$ cat src/shared/wirtc_params.svh
// Constants for the wakeup interval timer and real-time clock
// Summary of operation
// - Timeouts span 1/128 second to 255 hours
// - Timer runs from always-on clock, ignores power-down
// - Hardware counts fraction, seconds, minutes, hours only
// - Time registers writable only while run enable low
// - Hardware reset keeps time while running
// - Power-on or idle reset clears time, enable
// - Each increment of selected register steps interval counter
// - Counter equals target: set flag, request interrupt
// - Flag wakes power-down core to vector 0053h
// - Select codes: fraction, seconds, minutes, hours
// - One-shot clears enable; else counter reloads
// - Clearing count enable stops and zeroes counter
// - Fraction counts 0..127, carries into seconds
`ifndef WIRTC_PARAMS_SVH
`define WIRTC_PARAMS_SVH

// Clock and timebase
`define WIRTC_CLK_NS        10
`define WIRTC_TICK_NS       7812500
`define WIRTC_TICK_CYC      (`WIRTC_TICK_NS / `WIRTC_CLK_NS)

// Register offsets
`define WIRTC_OFF_CTRL      8'ha1
`define WIRTC_OFF_FRAC      8'ha2
`define WIRTC_OFF_SEC       8'ha3
`define WIRTC_OFF_MIN       8'ha4
`define WIRTC_OFF_H_FIELD_REG      8'ha5
`define WIRTC_OFF_TARGET    8'ha6
`define WIRTC_OFF_ICNT      8'ha7
`define WIRTC_OFF_ISTS      8'ha8
`define WIRTC_OFF_IMASK     8'ha9

// Control field positions
`define WIRTC_B_RUN         0
`define WIRTC_B_CEN         1
`define WIRTC_B_FLAG        2
`define WIRTC_B_ONESHOT     3
`define WIRTC_B_TBSEL_LO    4
`define WIRTC_B_TBSEL_HI    5

// Status and synchroniser bit positions
`define WIRTC_EV_MATCH      0
`define WIRTC_EV_WAKE       1
`define WIRTC_S_PD          0
`define WIRTC_S_IEN         1
`define WIRTC_S_RST         2

// Counter limits and vector
`define WIRTC_FRAC_MAX      7'h7f
`define WIRTC_SEC_MAX       6'h3b
`define WIRTC_MIN_MAX       6'h3b
`define WIRTC_VECTOR        16'h0053

`endif

$ cat src/shared/wirtc_pkg.sv
// Types for the wakeup interval timer and real-time clock
package wirtc_pkg;

   // Interval step source
   typedef enum logic [1:0] {
      WIRTC_TB_FRAC = 2'h0,
      WIRTC_TB_SEC  = 2'h1,
      WIRTC_TB_MIN  = 2'h2,
      WIRTC_TB_H_FIELD_REG = 2'h3
   } wirtc_tb_t;

   // Whole state of the top module
   typedef struct packed {
      logic [2:0]  sync1;
      logic [2:0]  sync2;
      logic        run;
      logic        cnt_en;
      logic        one_shot;
      logic        flag;
      wirtc_tb_t   tb_sel;
      logic [6:0]  frac;
      logic [5:0]  sec;
      logic [5:0]  min;
      logic [7:0]  h_field_reg;
      logic [7:0]  target;
      logic [7:0]  icnt;
      logic [1:0]  ists;
      logic [1:0]  imask;
      logic [7:0]  rdata;
      logic        irq;
      logic        int_req;
      logic        wake;
      logic [15:0] vec;
   } wirtc_state_t;

   // State of the timebase divider
   typedef struct packed {
      logic [19:0] cnt;
      logic        tick;
   } wirtc_div_t;

endpackage

$ cat src/rtl/wirtc_top.sv
// Wakeup interval timer and real-time clock with register port
`timescale 1ns/1ps
`default_nettype none
`include "wirtc_params.svh"
module wirtc_top #(
   parameter int unsigned TICK_CYCLES = `WIRTC_TICK_CYC
) (
   input  wire logic        mclk,
   input  wire logic        arst_n,
   input  wire logic [7:0]  addr,
   input  wire logic [7:0]  wdata,
   input  wire logic        wr_en,
   input  wire logic        rd_en,
   output var  logic [7:0]  rdata,
   input  wire logic        pd_mode,
   input  wire logic        tic_int_en,
   input  wire logic        hw_rst_req,
   output var  logic        irq,
   output var  logic        int_req,
   output var  logic        wake_req,
   output var  logic [15:0] wake_vector
);
   import wirtc_pkg::*;

   wirtc_state_t q;
   wirtc_state_t d;
   logic         tick;
   logic         frac_ovf;
   logic         sec_ovf;
   logic         min_ovf;
   logic         step;
   logic         match_ev;
   logic         wake_now;
   logic         pd;
   logic         ien;
   logic         rst_req;
   logic [7:0]   icnt_nxt;
   logic [1:0]   w1c;

   // Address compare, shared by write and read decode
   function automatic logic reg_hit(input logic [7:0] a, input logic [7:0] off);
      reg_hit = (a == off);
   endfunction

   ////////////////////////////////////////////////////////////////////////
   // Timebase divider; mclk stands for the always-on clock
   wirtc_prescale #(
      .TICK_CYCLES (TICK_CYCLES)
   ) u_prescale (
      .mclk   (mclk),
      .arst_n (arst_n),
      .run    (q.run),
      .tick   (tick)
   );

   ////////////////////////////////////////////////////////////////////////
   // Next-state logic
   always_comb
   begin
      d = q;
      // Two-stage synchronisers for the core-side levels
      d.sync1 = {hw_rst_req, tic_int_en, pd_mode};
      d.sync2 = q.sync1;
      pd      = q.sync2[`WIRTC_S_PD];
      ien     = q.sync2[`WIRTC_S_IEN];
      rst_req = q.sync2[`WIRTC_S_RST];

      // Time chain; power-down does not gate it
      frac_ovf = q.run && tick && (q.frac == `WIRTC_FRAC_MAX);
      sec_ovf  = frac_ovf && (q.sec == `WIRTC_SEC_MAX);
      min_ovf  = sec_ovf && (q.min == `WIRTC_MIN_MAX);
      if (q.run && tick)
      begin
         d.frac = frac_ovf ? 7'h00 : q.frac + 7'h01;
         if (frac_ovf)
         begin
            d.sec = sec_ovf ? 6'h00 : q.sec + 6'h01;
         end
         if (sec_ovf)
         begin
            d.min = min_ovf ? 6'h00 : q.min + 6'h01;
         end
         if (min_ovf)
         begin
            // No day count; software keeps the calendar
            d.h_field_reg = q.h_field_reg + 8'h01;
         end
      end

      // Step source for the interval counter
      case (q.tb_sel)
         WIRTC_TB_FRAC: step = q.run && tick;
         WIRTC_TB_SEC:  step = frac_ovf;
         WIRTC_TB_MIN:  step = sec_ovf;
         WIRTC_TB_H_FIELD_REG: step = min_ovf;
         default:       step = 1'b0;
      endcase

      // Register writes
      w1c = 2'h0;
      if (wr_en)
      begin
         if (reg_hit(addr, `WIRTC_OFF_CTRL))
         begin
            d.run      = wdata[`WIRTC_B_RUN];
            d.cnt_en   = wdata[`WIRTC_B_CEN];
            d.flag     = wdata[`WIRTC_B_FLAG];
            d.one_shot = wdata[`WIRTC_B_ONESHOT];
            d.tb_sel   = wirtc_tb_t'(wdata[`WIRTC_B_TBSEL_HI:`WIRTC_B_TBSEL_LO]);
            // Stopping the timebase zeroes the time
            if (q.run && !wdata[`WIRTC_B_RUN])
            begin
               d.frac = 7'h00;
               d.sec  = 6'h00;
               d.min  = 6'h00;
               d.h_field_reg = 8'h00;
            end
         end
         else if (reg_hit(addr, `WIRTC_OFF_FRAC))
         begin
            if (!q.run)
            begin
               d.frac = wdata[6:0];
            end
         end
         else if (reg_hit(addr, `WIRTC_OFF_SEC))
         begin
            if (!q.run)
            begin
               d.sec = wdata[5:0];
            end
         end
         else if (reg_hit(addr, `WIRTC_OFF_MIN))
         begin
            if (!q.run)
            begin
               d.min = wdata[5:0];
            end
         end
         else if (reg_hit(addr, `WIRTC_OFF_H_FIELD_REG))
         begin
            if (!q.run)
            begin
               d.h_field_reg = wdata;
            end
         end
         else if (reg_hit(addr, `WIRTC_OFF_TARGET))
         begin
            d.target = wdata;
         end
         else if (reg_hit(addr, `WIRTC_OFF_ISTS))
         begin
            w1c = wdata[1:0];
         end
         else if (reg_hit(addr, `WIRTC_OFF_IMASK))
         begin
            d.imask = wdata[1:0];
         end
      end

      // Interval counter; match on the step that reaches the target
      icnt_nxt = q.icnt + 8'h01;
      match_ev = q.cnt_en && step && (icnt_nxt == q.target);
      if (!q.cnt_en)
      begin
         d.icnt = 8'h00;
      end
      else if (step)
      begin
         d.icnt = match_ev ? 8'h00 : icnt_nxt;
      end
      // Set wins over a software clear in the same cycle
      if (match_ev)
      begin
         d.flag = 1'b1;
         if (q.one_shot)
         begin
            d.cnt_en = 1'b0;
         end
      end

      // Sticky status, write one to clear, set wins
      wake_now = pd && ien && q.flag;
      d.ists[`WIRTC_EV_MATCH] = (q.ists[`WIRTC_EV_MATCH] & ~w1c[`WIRTC_EV_MATCH]) | match_ev;
      d.ists[`WIRTC_EV_WAKE]  = (q.ists[`WIRTC_EV_WAKE] & ~w1c[`WIRTC_EV_WAKE]) | (wake_now & ~q.wake);

      // Hardware or watchdog reset keeps a running clock
      if (rst_req)
      begin
         d.cnt_en   = 1'b0;
         d.one_shot = 1'b0;
         d.flag     = 1'b0;
         d.tb_sel   = WIRTC_TB_FRAC;
         d.target   = 8'h00;
         d.icnt     = 8'h00;
         d.ists     = 2'h0;
         d.imask    = 2'h0;
         if (!q.run)
         begin
            d.run  = 1'b0;
            d.frac = 7'h00;
            d.sec  = 6'h00;
            d.min  = 6'h00;
            d.h_field_reg = 8'h00;
         end
      end

      // Outputs, registered
      d.int_req = q.flag && ien;
      d.wake    = wake_now;
      d.vec     = wake_now ? `WIRTC_VECTOR : 16'h0000;
      d.irq     = |(q.ists & q.imask);

      // Read data stand one cycle after the strobe only
      d.rdata = 8'h00;
      if (rd_en)
      begin
         if (reg_hit(addr, `WIRTC_OFF_CTRL))
         begin
            d.rdata = {2'h0, q.tb_sel, q.one_shot, q.flag, q.cnt_en, q.run};
         end
         else if (reg_hit(addr, `WIRTC_OFF_FRAC))
         begin
            d.rdata = {1'b0, q.frac};
         end
         else if (reg_hit(addr, `WIRTC_OFF_SEC))
         begin
            d.rdata = {2'h0, q.sec};
         end
         else if (reg_hit(addr, `WIRTC_OFF_MIN))
         begin
            d.rdata = {2'h0, q.min};
         end
         else if (reg_hit(addr, `WIRTC_OFF_H_FIELD_REG))
         begin
            d.rdata = q.h_field_reg;
         end
         else if (reg_hit(addr, `WIRTC_OFF_TARGET))
         begin
            d.rdata = q.target;
         end
         else if (reg_hit(addr, `WIRTC_OFF_ICNT))
         begin
            d.rdata = q.icnt;
         end
         else if (reg_hit(addr, `WIRTC_OFF_ISTS))
         begin
            d.rdata = {6'h00, q.ists};
         end
         else if (reg_hit(addr, `WIRTC_OFF_IMASK))
         begin
            d.rdata = {6'h00, q.imask};
         end
      end
   end

   // Power-on reset clears everything, run enable included
   always_ff @(posedge mclk or negedge arst_n)
   begin
      if (!arst_n)
      begin
         q <= '0;
      end
      else
      begin
         q <= d;
      end
   end

   // Outputs straight from the state register
   assign rdata       = q.rdata;
   assign irq         = q.irq;
   assign int_req     = q.int_req;
   assign wake_req    = q.wake;
   assign wake_vector = q.vec;
endmodule
`default_nettype wire

$ cat src/rtl/wirtc_prescale.sv
// Divider making the 1/128 second tick enable
`timescale 1ns/1ps
`default_nettype none
`include "wirtc_params.svh"
module wirtc_prescale #(
   parameter int unsigned TICK_CYCLES = `WIRTC_TICK_CYC
) (
   input  wire logic mclk,
   input  wire logic arst_n,
   input  wire logic run,
   output var  logic tick
);
   import wirtc_pkg::*;

   wirtc_div_t q;
   wirtc_div_t d;

   ////////////////////////////////////////////////////////////////////////
   // Divider held cleared while the timebase is stopped
   always_comb
   begin
      d = q;
      d.tick = 1'b0;
      if (!run)
      begin
         d.cnt = 20'h00000;
      end
      else if (q.cnt == 20'(TICK_CYCLES - 1))
      begin
         d.cnt  = 20'h00000;
         d.tick = 1'b1;
      end
      else
      begin
         d.cnt = q.cnt + 20'h00001;
      end
   end

   // State register
   always_ff @(posedge mclk or negedge arst_n)
   begin
      if (!arst_n)
      begin
         q <= '0;
      end
      else
      begin
         q <= d;
      end
   end

   assign tick = q.tick;
endmodule
`default_nettype wire

$ cat config.mk
export PLATFORM = sky130hd
export DESIGN_NAME = wirtc_top
export DESIGN_NICKNAME = d
export VERILOG_FILES = /design/src/shared/wirtc_pkg.sv /design/src/rtl/wirtc_top.sv /design/src/rtl/wirtc_prescale.sv
export VERILOG_INCLUDE_DIRS = /design/src /design/src/shared
export SDC_FILE = /design/constraint.sdc
export NUM_CORES = 1
export LEC_CHECK = 0
export BUFFER_PORTS_ARGS = -buffer_cell sky130_fd_sc_hd__buf_2
export CAP_MARGIN = 10
export CORE_UTILIZATION = 50
export DETAILED_ROUTE_END_ITERATION = 16
export PLACE_DENSITY = 0.69
export SYNTH_ARGS = -nofsm -noshare
export SYNTH_HDL_FRONTEND = slang
export SYNTH_SLANG_ARGS = --single-unit
$ cat constraint.sdc
create_clock -name mclk -period 3.3 [get_ports mclk]
set_clock_uncertainty 0.05 [all_clocks]
set_input_delay 0 -clock mclk [delete_from_list [all_inputs] [get_ports mclk]]
set_output_delay 0 -clock mclk [all_outputs]
set_load 0.01 [all_outputs]
==> metrics.md, run 1 <==
| Metric | Value |
|---|---|
| Tightest Hold Check Type | input port to register |
| Max Cap Viol | 0 |
| Slowest Stage Delay on Critical Path | 0.46 ns |
| Initial DRC count | 310 |
| Maximum fanout along the worst path | 16 |
| GRT met1 Usage | about 33% |
| Core region area | about 0.010 mm2 |
| Fmax | approximately 400 MHz |
| Worst Setup End Kind | register |
| Final core utilization | between 50% and 60% |
| #FFs+latches synth | around 90 |
| Total grt overflow | 0 |
| Post-synth top area cell | dfrtp_1 |
| Worst Path Required | 3.54 ns |
| RSZ-0062 raised after global routing | false |
| Status | completed |
| Crit path time final | 2.48 ns |
| Sink Count | 91 |
| Max Root-Sink Buffers | 2 |
| Slew @ Worst Pin | around 0.73 ns |
| WL final | roughly 14000 um |
| Worst VDD drop | 0.207 mV |
| Vias post-DR | around 4.6k |
| Synth top area share | 42.2% |
| Total chip power | between 1500 and 2000 uW |
| Max transition margin | 51.4% |
| Met2 Use GR | around 43% |
| Slowest-stage cell, CP | dfrtp_1 |
| Final Cycle Share | roughly 75% |
| CTS tree | yes |
| P_leak | between 0.002 and 0.0025 uW |
| Std-Cell Rows | 37 |
| TNS Setup | 0 ns |
| Global routing's busiest layer | met2 |
| Pin count of the biggest net entering global routing | 43 |
| DR pass1 iterations | 5 |
| Post-layout net count | around 650 |
| Finished Layout Cells | between 700 and 800 |
| Port Buffers | 37 |
| Area post-placement | 0.00549 mm2 |
| Synth warnings | 0 |
| Netlist cell types | 64 |
| Worst setup SP type | register |
| Die Span X | 106 um |
| Hpwl dp | slightly below 10000 um |
| Placed cells | roughly 730 |
| Fraction of layout cells with a size suffix above 1 | between 10% and 20% |
| DR DRC count | 0 |
| Crit path DAT | about 2.7 ns |
| Post-DRT Antenna Nets | 0 |
| Antenna violations before repair | 0 |
| H-tree depth | 3 |
| Slew Viols, Final | 0 |
| Vias in the first global route | 4400 |
| Grt met3 use | 5.46% |
| Cells along the critical path | ha_1, xnor2_1, o211ai_1, a2111oi_2, o2111ai_2, nand2b_1, a31oi_1 |
| Synth Flop Type | dfrtp_1 |
| Clock root cell | clkbuf_8 |
| First-pass GRT wire length | around 22000 um |
| Synth Area per Inst | about 9.0 um2 |
| Largest delay share family, worst path | compound AO/OA/AOI/OAI gates |
| Share of flip-flops with an asynchronous set or reset | between 90% and 100% |
| Crit path kind | register to register |
| Syn Std Cell Area | between 0.005 and 0.006 mm2 |
| Initial Util | between 50% and 60% |
| RePlAce Congestion | roughly 0.96 |
| Largest cells by area after synthesis | dfrtp_1, nand2_1, nor2_1 |
| Number of diodes | 0 |
| Worst path bufs/invs | 0 |
| Post-synth EDFFs | 0 |
| CTS Buf Count | 9 |
| Power per cell area | ~340 mW/mm2 |
| Worst skew pair latency | 0.37 ns |
| Area added between synthesis and finish | 7.25% |
| Sequential share of the synthesized area | between 40% and 50% |
| Via density | about 6 |
| Clk slew on worst S/H paths | roughly 0.1 ns |
| Final setup violation count | 0 |
| Hold Violations, Final | 0 |
| GRT Util Overall | between 20% and 30% |
| Die Ht | 106 um |
| Fin area | approximately 0.0058 mm2 |
| Cells after Synth | 600 |
| Die area | around 0.011 mm2 |
| Routed wire per std cell | between 15 and 20 um |
| I/O pin cnt | 50 |
## flip-flops by register name (all words and copies together), names as in the netlist
register	cells
u_prescale.tick	1
ien	1
pd	1
rdata	8
d	3
int_req	1
irq	1
q	54
wake_vector	1
u_prescale.q	20
## final cells by class
| class | count | area [um2] |
|---|---|---|
| clock inverters | 6 | 47.5 |
| inverters | 8 | 30.0 |
| well taps | 136 | 170 |
| fillers | 950 | 4630 |
| clock buffers | 10 | 128 |
| multi-input cells | 457 | 2780 |
| repair buffers | 55 | 355 |
| flip-flops and latches | 91 | 2280 |
## synthesized netlist by cell type, drive strengths merged, types with 5 or more instances
cell type	n
a211oi	21
a21oi	37
a311oi	5
a31oi	8
and2	8
and3	14
and4	5
buf	41
clkbuf	14
dfrtp	91
ha	7
inv	7
nand2	70
nand3	47
nand4	13
nor2	67
nor3	22
o21ai	22
or3	6
xnor2	18
xor2	24
## layer usage
layer | part of all wire, % | wire length [um]
met1 | 42 | 5870
met2 | 50 | 6860
met3 | 5.5 | 760
met4 | 2.3 | 320
met5 | 0 | 0
## cell usage in the layout (no fill, tap or decap), types with 14 or more instances in the layout
| cell | count |
|---|---|
| buf_2 | 36 |
| dfrtp_1 | 91 |
| a21oi_1 | 37 |
| xnor2_1 | 18 |
| nand3_1 | 47 |
| and3_1 | 14 |
| a211oi_1 | 20 |
| xor2_1 | 24 |
| o21ai_0 | 19 |
| nor3_1 | 19 |
| nand2_1 | 69 |
| nor2_1 | 67 |
## path summary, 6_finish.rpt
| path | startpoint | endpoint | slack (ns) | depth (start not counted) |
|---|---|---|---|---|
| worst min register to register | d[81]$_DFF_PN0_ | ien$_DFF_PN0_ | 0.30 | 0 |
| worst min-delay path | wr_en | q[29]$_DFF_PN0_ | 0.03 | 4 |
| worst max register to register | q[31]$_DFFE_PN0P_ | q[76]$_DFFE_PN0P_ | 0.82 | 7 |
| max in group asynchronous | arst_n | u_prescale.q[16]$_DFF_PN0_ | 2.30 | 3 |
| worst max-delay path | q[31]$_DFFE_PN0P_ | q[76]$_DFFE_PN0P_ | 0.82 | 7 |
| min in group asynchronous | arst_n | rdata[7]$_DFF_PN0_ | 0.11 | 2 |
## tightest hold or removal path, stage by stage
cell	delay, ns
buf_2	0.20
nand3_1	0.09
nand2_1	0.06
a21oi_1	0.06
## stage by stage
step	hold WS [ns]	worst slack, ns
floorplan	-0.346	1.16
global placement	-0.0245	0.944
detailed placement	-0.0174	0.835
CTS	0.00903	0.831
global route	0.0457	0.563
finish	0.0304	0.816
## what timing repair did
item / CTS / global route
buffers inserted: 0 / 0
hold buffers: 13 / 0
endpoints found under the hold margin: 89 / 0
resized for setup: 0 / 0
## cells by family (layout without fill, tap and decap cells)
group                      Yosys count  in the layout  share of synthesized area (%)
xor gates and xnor gates            42             42                           6.81
other                                1             12                         0.0695
muxes                                8              8                           2.46
buffers and inverters               63             79                           7.05
DFF                                 91             91                           42.2
AOI/OAI and AO/OA                  113            113                           14.0
and+or+nand+nor                    275            275                           25.9
adders and majority gates            7              7                           1.62
## power breakdown
part           internal, uW  total, uW  switching [uW]
Combinational          38.4        135            96.6
Clock                   284        705             421
Sequential             1120       1130            5.69
Total                  1440       1970             523
Power figures use the tool's default switching activity.
==> run 2, diff against run 1 <==
Settings changed: PLACE_DENSITY 0.69 to 0.72.
Clock period 3.3 ns to 2.07 ns, I/O delays scaled along.
==> run 2 against run 1 <==
Register-to-register slack lost 0.79 ns; global-route usage up 0.86 points; combinational power grew 73%; routed wire length grew 1.4%; fmax up 22%; clock power grew 79%; via count is 4.8% higher; final cell count is 6.7% higher.
==> metrics.md, run 2 (synthesized netlist as in run 1, its figures left out) <==
| Metric | Value |
|---|---|
| Routed wire per std cell | 17.2 um (-4.9%) |
| TNS Setup | 0 ns (unchanged) |
| Post-layout net count | 704 (+8.0%) |
| First-pass GRT wire length | 23000 um (+2.5%) |
| Area post-placement | 0.00581 mm2 (+6.0%) |
| Worst skew pair latency | 0.38 ns (about the same) |
| Net Sw Power | 831 uW (+59%) |
| Comb power frac | 7.1% (+0.2 points) |
| Final Cycle Share | 98.6% (+23 points) |
| Number of diodes | 0 (unchanged) |
| P_leak | 0.00270 uW (+11%) |
| Crit path DAT | 2.25 ns (-0.48 ns) |
| Worst VDD drop | 0.433 mV (+110%) |
| CTS tree | yes |
| Slowest-stage cell, CP | dfrtp_1 |
| Slowest Stage Delay on Critical Path | 0.42 ns (-0.04 ns) |
| Initial DRC count | 346 (+12%) |
| Worst Setup End Kind | register |
| Clock share of power | 38.3% (+2.5 points) |
| Pin count of the biggest net entering global routing | 39 (-9.3%) |
| Worst setup SP type | register |
| Clock root cell | clkbuf_8 |
| Clk slew on worst S/H paths | 0.09 ns (about the same) |
| Fraction of layout cells with a size suffix above 1 | 21.1% (+8.5 points) |
| Area added between synthesis and finish | 17.0% |
| Fin area | 0.00631 mm2 (+9.1%) |
| P_int | 2450 uW (+70%) |
| Std-Cell Rows | 37 (unchanged) |
| Fmax | 490 MHz (+22%) |
| RSZ-0062 raised after global routing | true |
| Max Root-Sink Buffers | 2 (unchanged) |
| Die Ht | 106 um (unchanged) |
| Final setup violation count | 0 (unchanged) |
| Power per cell area | 520 mW/mm2 (+53%) |
| Most frequent cells in the layout | dfrtp_1, nand2_1, nor2_1 |
| Slew Viols, Final | 0 (unchanged) |
| DR DRC count | 0 (unchanged) |
| Post-DRT Antenna Nets | 0 (unchanged) |
| Final Worst Setup Slack | 0.0283 ns (-0.788 ns) |
| Via density | 5.89 (-1.8%) |
| Vias in the first global route | 4646 (+5.6%) |
| Sink Count | 91 (unchanged) |
| I/O pin cnt | 50 (unchanged) |
| DR pass1 iterations | 5 (unchanged) |
| Worst Path Required | 2.28 ns (-1.26 ns) |
| Core region area | 0.0104 mm2 (unchanged) |
| Switching Share | 25.3% (-1.3 points) |
| Hpwl dp | 10200 um (+5.1%) |
| Status | completed |
| GRT Util Overall | 26.6% (+0.86 points) |
| WL final | 14000 um (+1.4%) |
| Maximum fanout along the worst path | 7 (-9) |
| Biggest register | q |
| Tightest Hold Check Type | input port to register |
| Initial Util | 51.8% (unchanged) |
| Cells along the critical path | ha_4, xnor2_2, o211ai_1, a2111oi_2, o2111ai_2, buf_2, nand3_1, a31oi_1 |
| Die Span X | 106 um (unchanged) |
| RePlAce Congestion | 0.952 (-1.2%) |
| Hold slack final | 0.0714 ns (+0.0409 ns) |
| Max transition margin | 63.1% (+12 points) |
| Max Cap Viol | 0 (unchanged) |
| Place WS | -0.0832 ns (-0.918 ns) |
| Slew @ Worst Pin | 0.552 ns (-0.177 ns) |
| H-tree depth | 3 (unchanged) |
| Sequential share of power | 54.6% (-2.7 points) |
| Vias post-DR | 4796 (+4.8%) |
| Hold Violations, Final | 0 (unchanged) |
| Most common cell after layout, fill and taps aside | dfrtp_1 |
| Crit path kind | register to register |
| Antenna violations before repair | 0 (unchanged) |
| Max reg flops | 54 (unchanged) |
| CTS Buf Count | 9 (unchanged) |
| Total grt overflow | 0 (unchanged) |
| Crit path time final | 2.04 ns (-0.442 ns) |
| Die area | 0.0112 mm2 (unchanged) |
| Port Buffers | 37 (unchanged) |
## run 2: path summary, 6_finish.rpt
path	start	end	slack [ns]	cells after the start
worst max-delay path	q[31]$_DFFE_PN0P_	q[34]$_DFFE_PN0P_	0.03	8
worst min-delay path	addr[1]	rdata[2]$_DFF_PN0_	0.07	3
worst min register to register	d[82]$_DFF_PN0_	q[82]$_DFF_PN0_	0.30	0
min in group asynchronous	arst_n	q[51]$_DFF_PN0_	0.08	2
worst max register to register	q[31]$_DFFE_PN0P_	q[34]$_DFFE_PN0P_	0.03	8
max in group asynchronous	arst_n	q[28]$_DFFE_PN0P_	1.22	3
## run 2: stage by stage
stage / cells / power, uW / utilization [%]
final: 814 / 3280 / 60.6
after global routing: 814 / 3410 / 60.6
after CTS: 807 / 3300 / 59.5
after detailed placement: 775 / 2040 / 55.8
after global placement: 775 / 2030 / 55.8
after floorplan: 611 / 1940 / -
## run 2: timing repair
item	in CTS	in global routing
pin swaps	1	8
endpoints found under the hold margin	142	0
setup buffers	1	6
resized for setup	3	17
setup endpoints to repair	8	27
hold buffers	16	0
gates cloned	0	1
## run 2: area by class of cell
cell class	count	area [um2]
multi-input combinational	457	2870
timing repair buffer	107	767
fill	898	4100
clock buffer	10	138
inverter	8	30.0
tap	136	170
sequential	91	2280
clock inverter	5	62.6
## run 2: per-layer routing
layer	routed length [um]	share of wire, %	up-vias	track usage (%)
met5	0	0	-	0
met4	369	2.6	0	11.2
met3	896	6.4	34	5.15
met2	6890	49	170	44.0
met1	5850	42	2348	34.3
li1	-	-	2244	-
## run 2: worst max-delay path, delay by kind of cell (launching register included)
family	cells	cell delay (ns)
compound gates	4	0.71
simple gates	1	0.10
flops	1	0.42
buf+inv	1	0.24
fa+ha+maj	1	0.26
xor+xnor	1	0.14
## run 2: power groups by stage
stage          clock network, uW  logic, uW  registers (uW)
2_1_floorplan                  0        115            1830
3_3_place_gp                   0        205            1830
3_5_place_dp                   0        208            1830
4_1_cts                     1280        231            1790
5_1_grt                     1360        254            1790
6_report                    1260        233            1790
==> run 3, diff against run 2 <==
Settings changed: PLACE_DENSITY 0.72 to 0.73.
==> run 3 against run 2 <==
Critical endpoint is now q[33]$_DFFE_PN0P_; largest cell class unchanged; hold slack worse by 0.034 ns; sequential share of layout area is 0.63 points lower; sequential cell count stayed put; highest routed layer unchanged; fmax is 4.8% lower; core utilization is 0.97 points higher; final area is 1.6% higher; critical path depth stayed put; register-to-register slack worse by 0.10 ns; the run now ends with setup timing left; total power is 3.2% higher.
==> metrics.md, run 3 (synthesized netlist as in run 1, its figures left out) <==
| Metric | Value |
|---|---|
| Final Worst Setup Slack | -0.0746 ns (-0.103 ns) |
| Slew @ Worst Pin | 0.578 ns (+0.0263 ns) |
| Max transition margin | 61.3% (-1.8 points) |
| Crit path time final | 2.14 ns (+0.103 ns) |
| Sink Count | 91 (unchanged) |
| Port Buffers | 37 (unchanged) |
| Pin count of the biggest net entering global routing | 40 (+2.6%) |
| Number of diodes | 0 (unchanged) |
| Register-to-register path setup slack | -0.07 ns (-0.10 ns) |
| Fmax | 466 MHz (-4.8%) |
| Worst VDD drop | 0.367 mV (-15%) |
| GRT met1 Usage | 33.2% (-1.1 points) |
| Crit path DAT | 2.35 ns (+0.10 ns) |
| I/O pin cnt | 50 (unchanged) |
| Multi-input gate area | 0.00292 mm2 (+1.9%) |
| Final core utilization | 61.6% (+0.97 points) |
| Total grt overflow | 0 (unchanged) |
| GRT Util Overall | 26.4% (-0.26 points) |
| Via density | 5.86 (-0.53%) |
| DR DRC count | 0 (unchanged) |
| Routed wire per std cell | 17.1 um (-0.43%) |
| Clock share of power | 40.2% (+1.9 points) |
| Placed cells | 779 (+0.52%) |
| Final setup violation count | 9 (+9) |
| Most frequent cells in the layout | dfrtp_1, nand2_1, nor2_1 |
| Worst setup SP type | register |
| Met2 Use GR | 44.4% (+0.47 points) |
| P_leak | 0.00274 uW (+1.2%) |
| Area added between synthesis and finish | 18.8% |
| Maximum fanout along the worst path | 7 (unchanged) |
| Power per cell area | 528 mW/mm2 (+1.6%) |
| Vias post-DR | 4794 (-0.042%) |
| Die Span X | 106 um (unchanged) |
| Net Sw Power | 836 uW (+0.63%) |
| WL final | 14000 um (about the same) |
| Status | finished, violations left |
| Failing checks | setup timing |
| Biggest register | q |
| CTS Buf Count | 9 (unchanged) |
| Std-Cell Rows | 37 (unchanged) |
| Die Ht | 106 um (unchanged) |
| Max reg flops | 54 (unchanged) |
| P_int | 2550 uW (+4.1%) |
| DR pass1 iterations | 8 (+3) |
| Crit path kind | register to register |
| Clk slew on worst S/H paths | 0.10 ns (about the same) |
| H-tree depth | 3 (unchanged) |
| Worst skew pair latency | 0.39 ns (about the same) |
| Finished Layout Cells | 818 (+0.49%) |
| Hpwl dp | 9940 um (-2.1%) |
| RSZ-0062 raised after global routing | true |
| RePlAce Congestion | 0.984 (+3.4%) |
| Clock root cell | clkbuf_8 |
| CTS tree | yes |
| FF/Latch Area | 0.00228 mm2 (-0.16%) |
| Hold Violations, Final | 0 (unchanged) |
| First-pass GRT wire length | 23000 um (-0.21%) |
| Worst Path Required | 2.28 ns (about the same) |
| Global routing's busiest layer | met2 |
| Filler cell count | 876 (-2.4%) |
| Vias in the first global route | 4691 (+0.97%) |
| Worst Setup End Kind | register |
| TNS Setup | -0.458 ns (-0.458 ns) |
| Max Cap Viol | 0 (unchanged) |
| Total chip power | 3390 uW (+3.2%) |
| Post-layout net count | 707 (+0.43%) |
| Comb power frac | 7.0% (about the same) |
| Sequential share of power | 52.9% (-1.7 points) |
| Place WS | -0.142 ns (-0.0587 ns) |
| Switching Share | 24.7% (-0.63 points) |
| Die area | 0.0112 mm2 (unchanged) |
| Max Root-Sink Buffers | 2 (unchanged) |
| Initial DRC count | 516 (+49%) |
| Core region area | 0.0104 mm2 (unchanged) |
| Final Cycle Share | 104% (+5.0 points) |
| Most common cell after layout, fill and taps aside | dfrtp_1 |
| Antenna violations before repair | 0 (unchanged) |
| Fraction of layout cells with a size suffix above 1 | 22.6% (+1.5 points) |
| Initial Util | 51.8% (unchanged) |
| Tightest Hold Check Type | input port to async pin |
| Post-DRT Antenna Nets | 0 (unchanged) |
| Grt met3 use | 5.46% (+0.31 points) |
| Slew Viols, Final | 0 (unchanged) |
==> run 3: cell count changes in the layout (fill, tap and decap cells not counted), sizes merged <==
cell      previous run  this run
buf                 91        94
bufinv               1         2
clkbuf              10        11
clkinvlp             2         1
==> run 3: final timing paths <==
path,startpoint,endpoint,cells past startpoint
min in group mclk,addr[2],rdata[2]$_DFF_PN0_,4
worst max register to register,q[31]$_DFFE_PN0P_,q[33]$_DFFE_PN0P_,8
worst min-delay path,arst_n,q[54]$_DFF_PN0_,2
worst min register to register,d[81]$_DFF_PN0_,ien$_DFF_PN0_,0
max in group asynchronous,arst_n,q[68]$_DFF_PN0_,3
worst max-delay path,q[31]$_DFFE_PN0P_,q[33]$_DFFE_PN0P_,8
==> run 3: metrics by stage <==
| stage | hold slack (ns) | cell area [um2] |
|---|---|---|
| 6_report | 0.0376 | 6420 |
| 5_1_grt | 0.0687 | 6420 |
| 4_1_cts | 0.0323 | 6280 |
| 3_5_place_dp | -0.0800 | 5860 |
| 3_3_place_gp | -0.0855 | 5860 |
| 2_1_floorplan | -0.346 | 5450 |
==> run 3: what timing repair did <==
action	in CTS	in global routing
resized for setup	2	26
setup buffers	5	2
endpoints found under the setup margin	9	32
hold buffers	16	0
pin swaps	2	19
gates cloned	0	0
endpoints found under the hold margin	144	0
==> run 3: final cells by class <==
class,instances,share of cell area (%)
flip-flops and latches,91,35.5
well taps,136,2.65
inverters,8,0.468
clock buffers,11,2.05
repair buffers,110,12.5
multi-input cells,457,45.5
clock inverters,5,1.33
==> run 3: routing by layer <==
layer  wire length (um)  share of wire, %  vias to the layer above
met3                968               6.9                       37
met4                375               2.7                        0
li1                   -                 -                     2257
met1               5680                41                     2303
met5                  0                 0                        -
met2               6990                50                      197
==> run 3: power by group through the flow <==
stage / clock network, uW / registers [uW] / logic, uW
after detailed placement: 0 / 1830 / 209
after global placement: 0 / 1830 / 207
after global routing: 1450 / 1790 / 258
after CTS: 1380 / 1790 / 232
final: 1360 / 1790 / 236
after floorplan: 0 / 1830 / 115
==> run 3: critical path: stages (launching register included) <==
cell	delay, ns
dfrtp_1	0.42
ha_4	0.29
xnor2_2	0.10
o211ai_1	0.11
a2111oi_2	0.32
o2111ai_2	0.31
buf_4	0.24
nand4b_1	0.08
a31oi_1	0.10
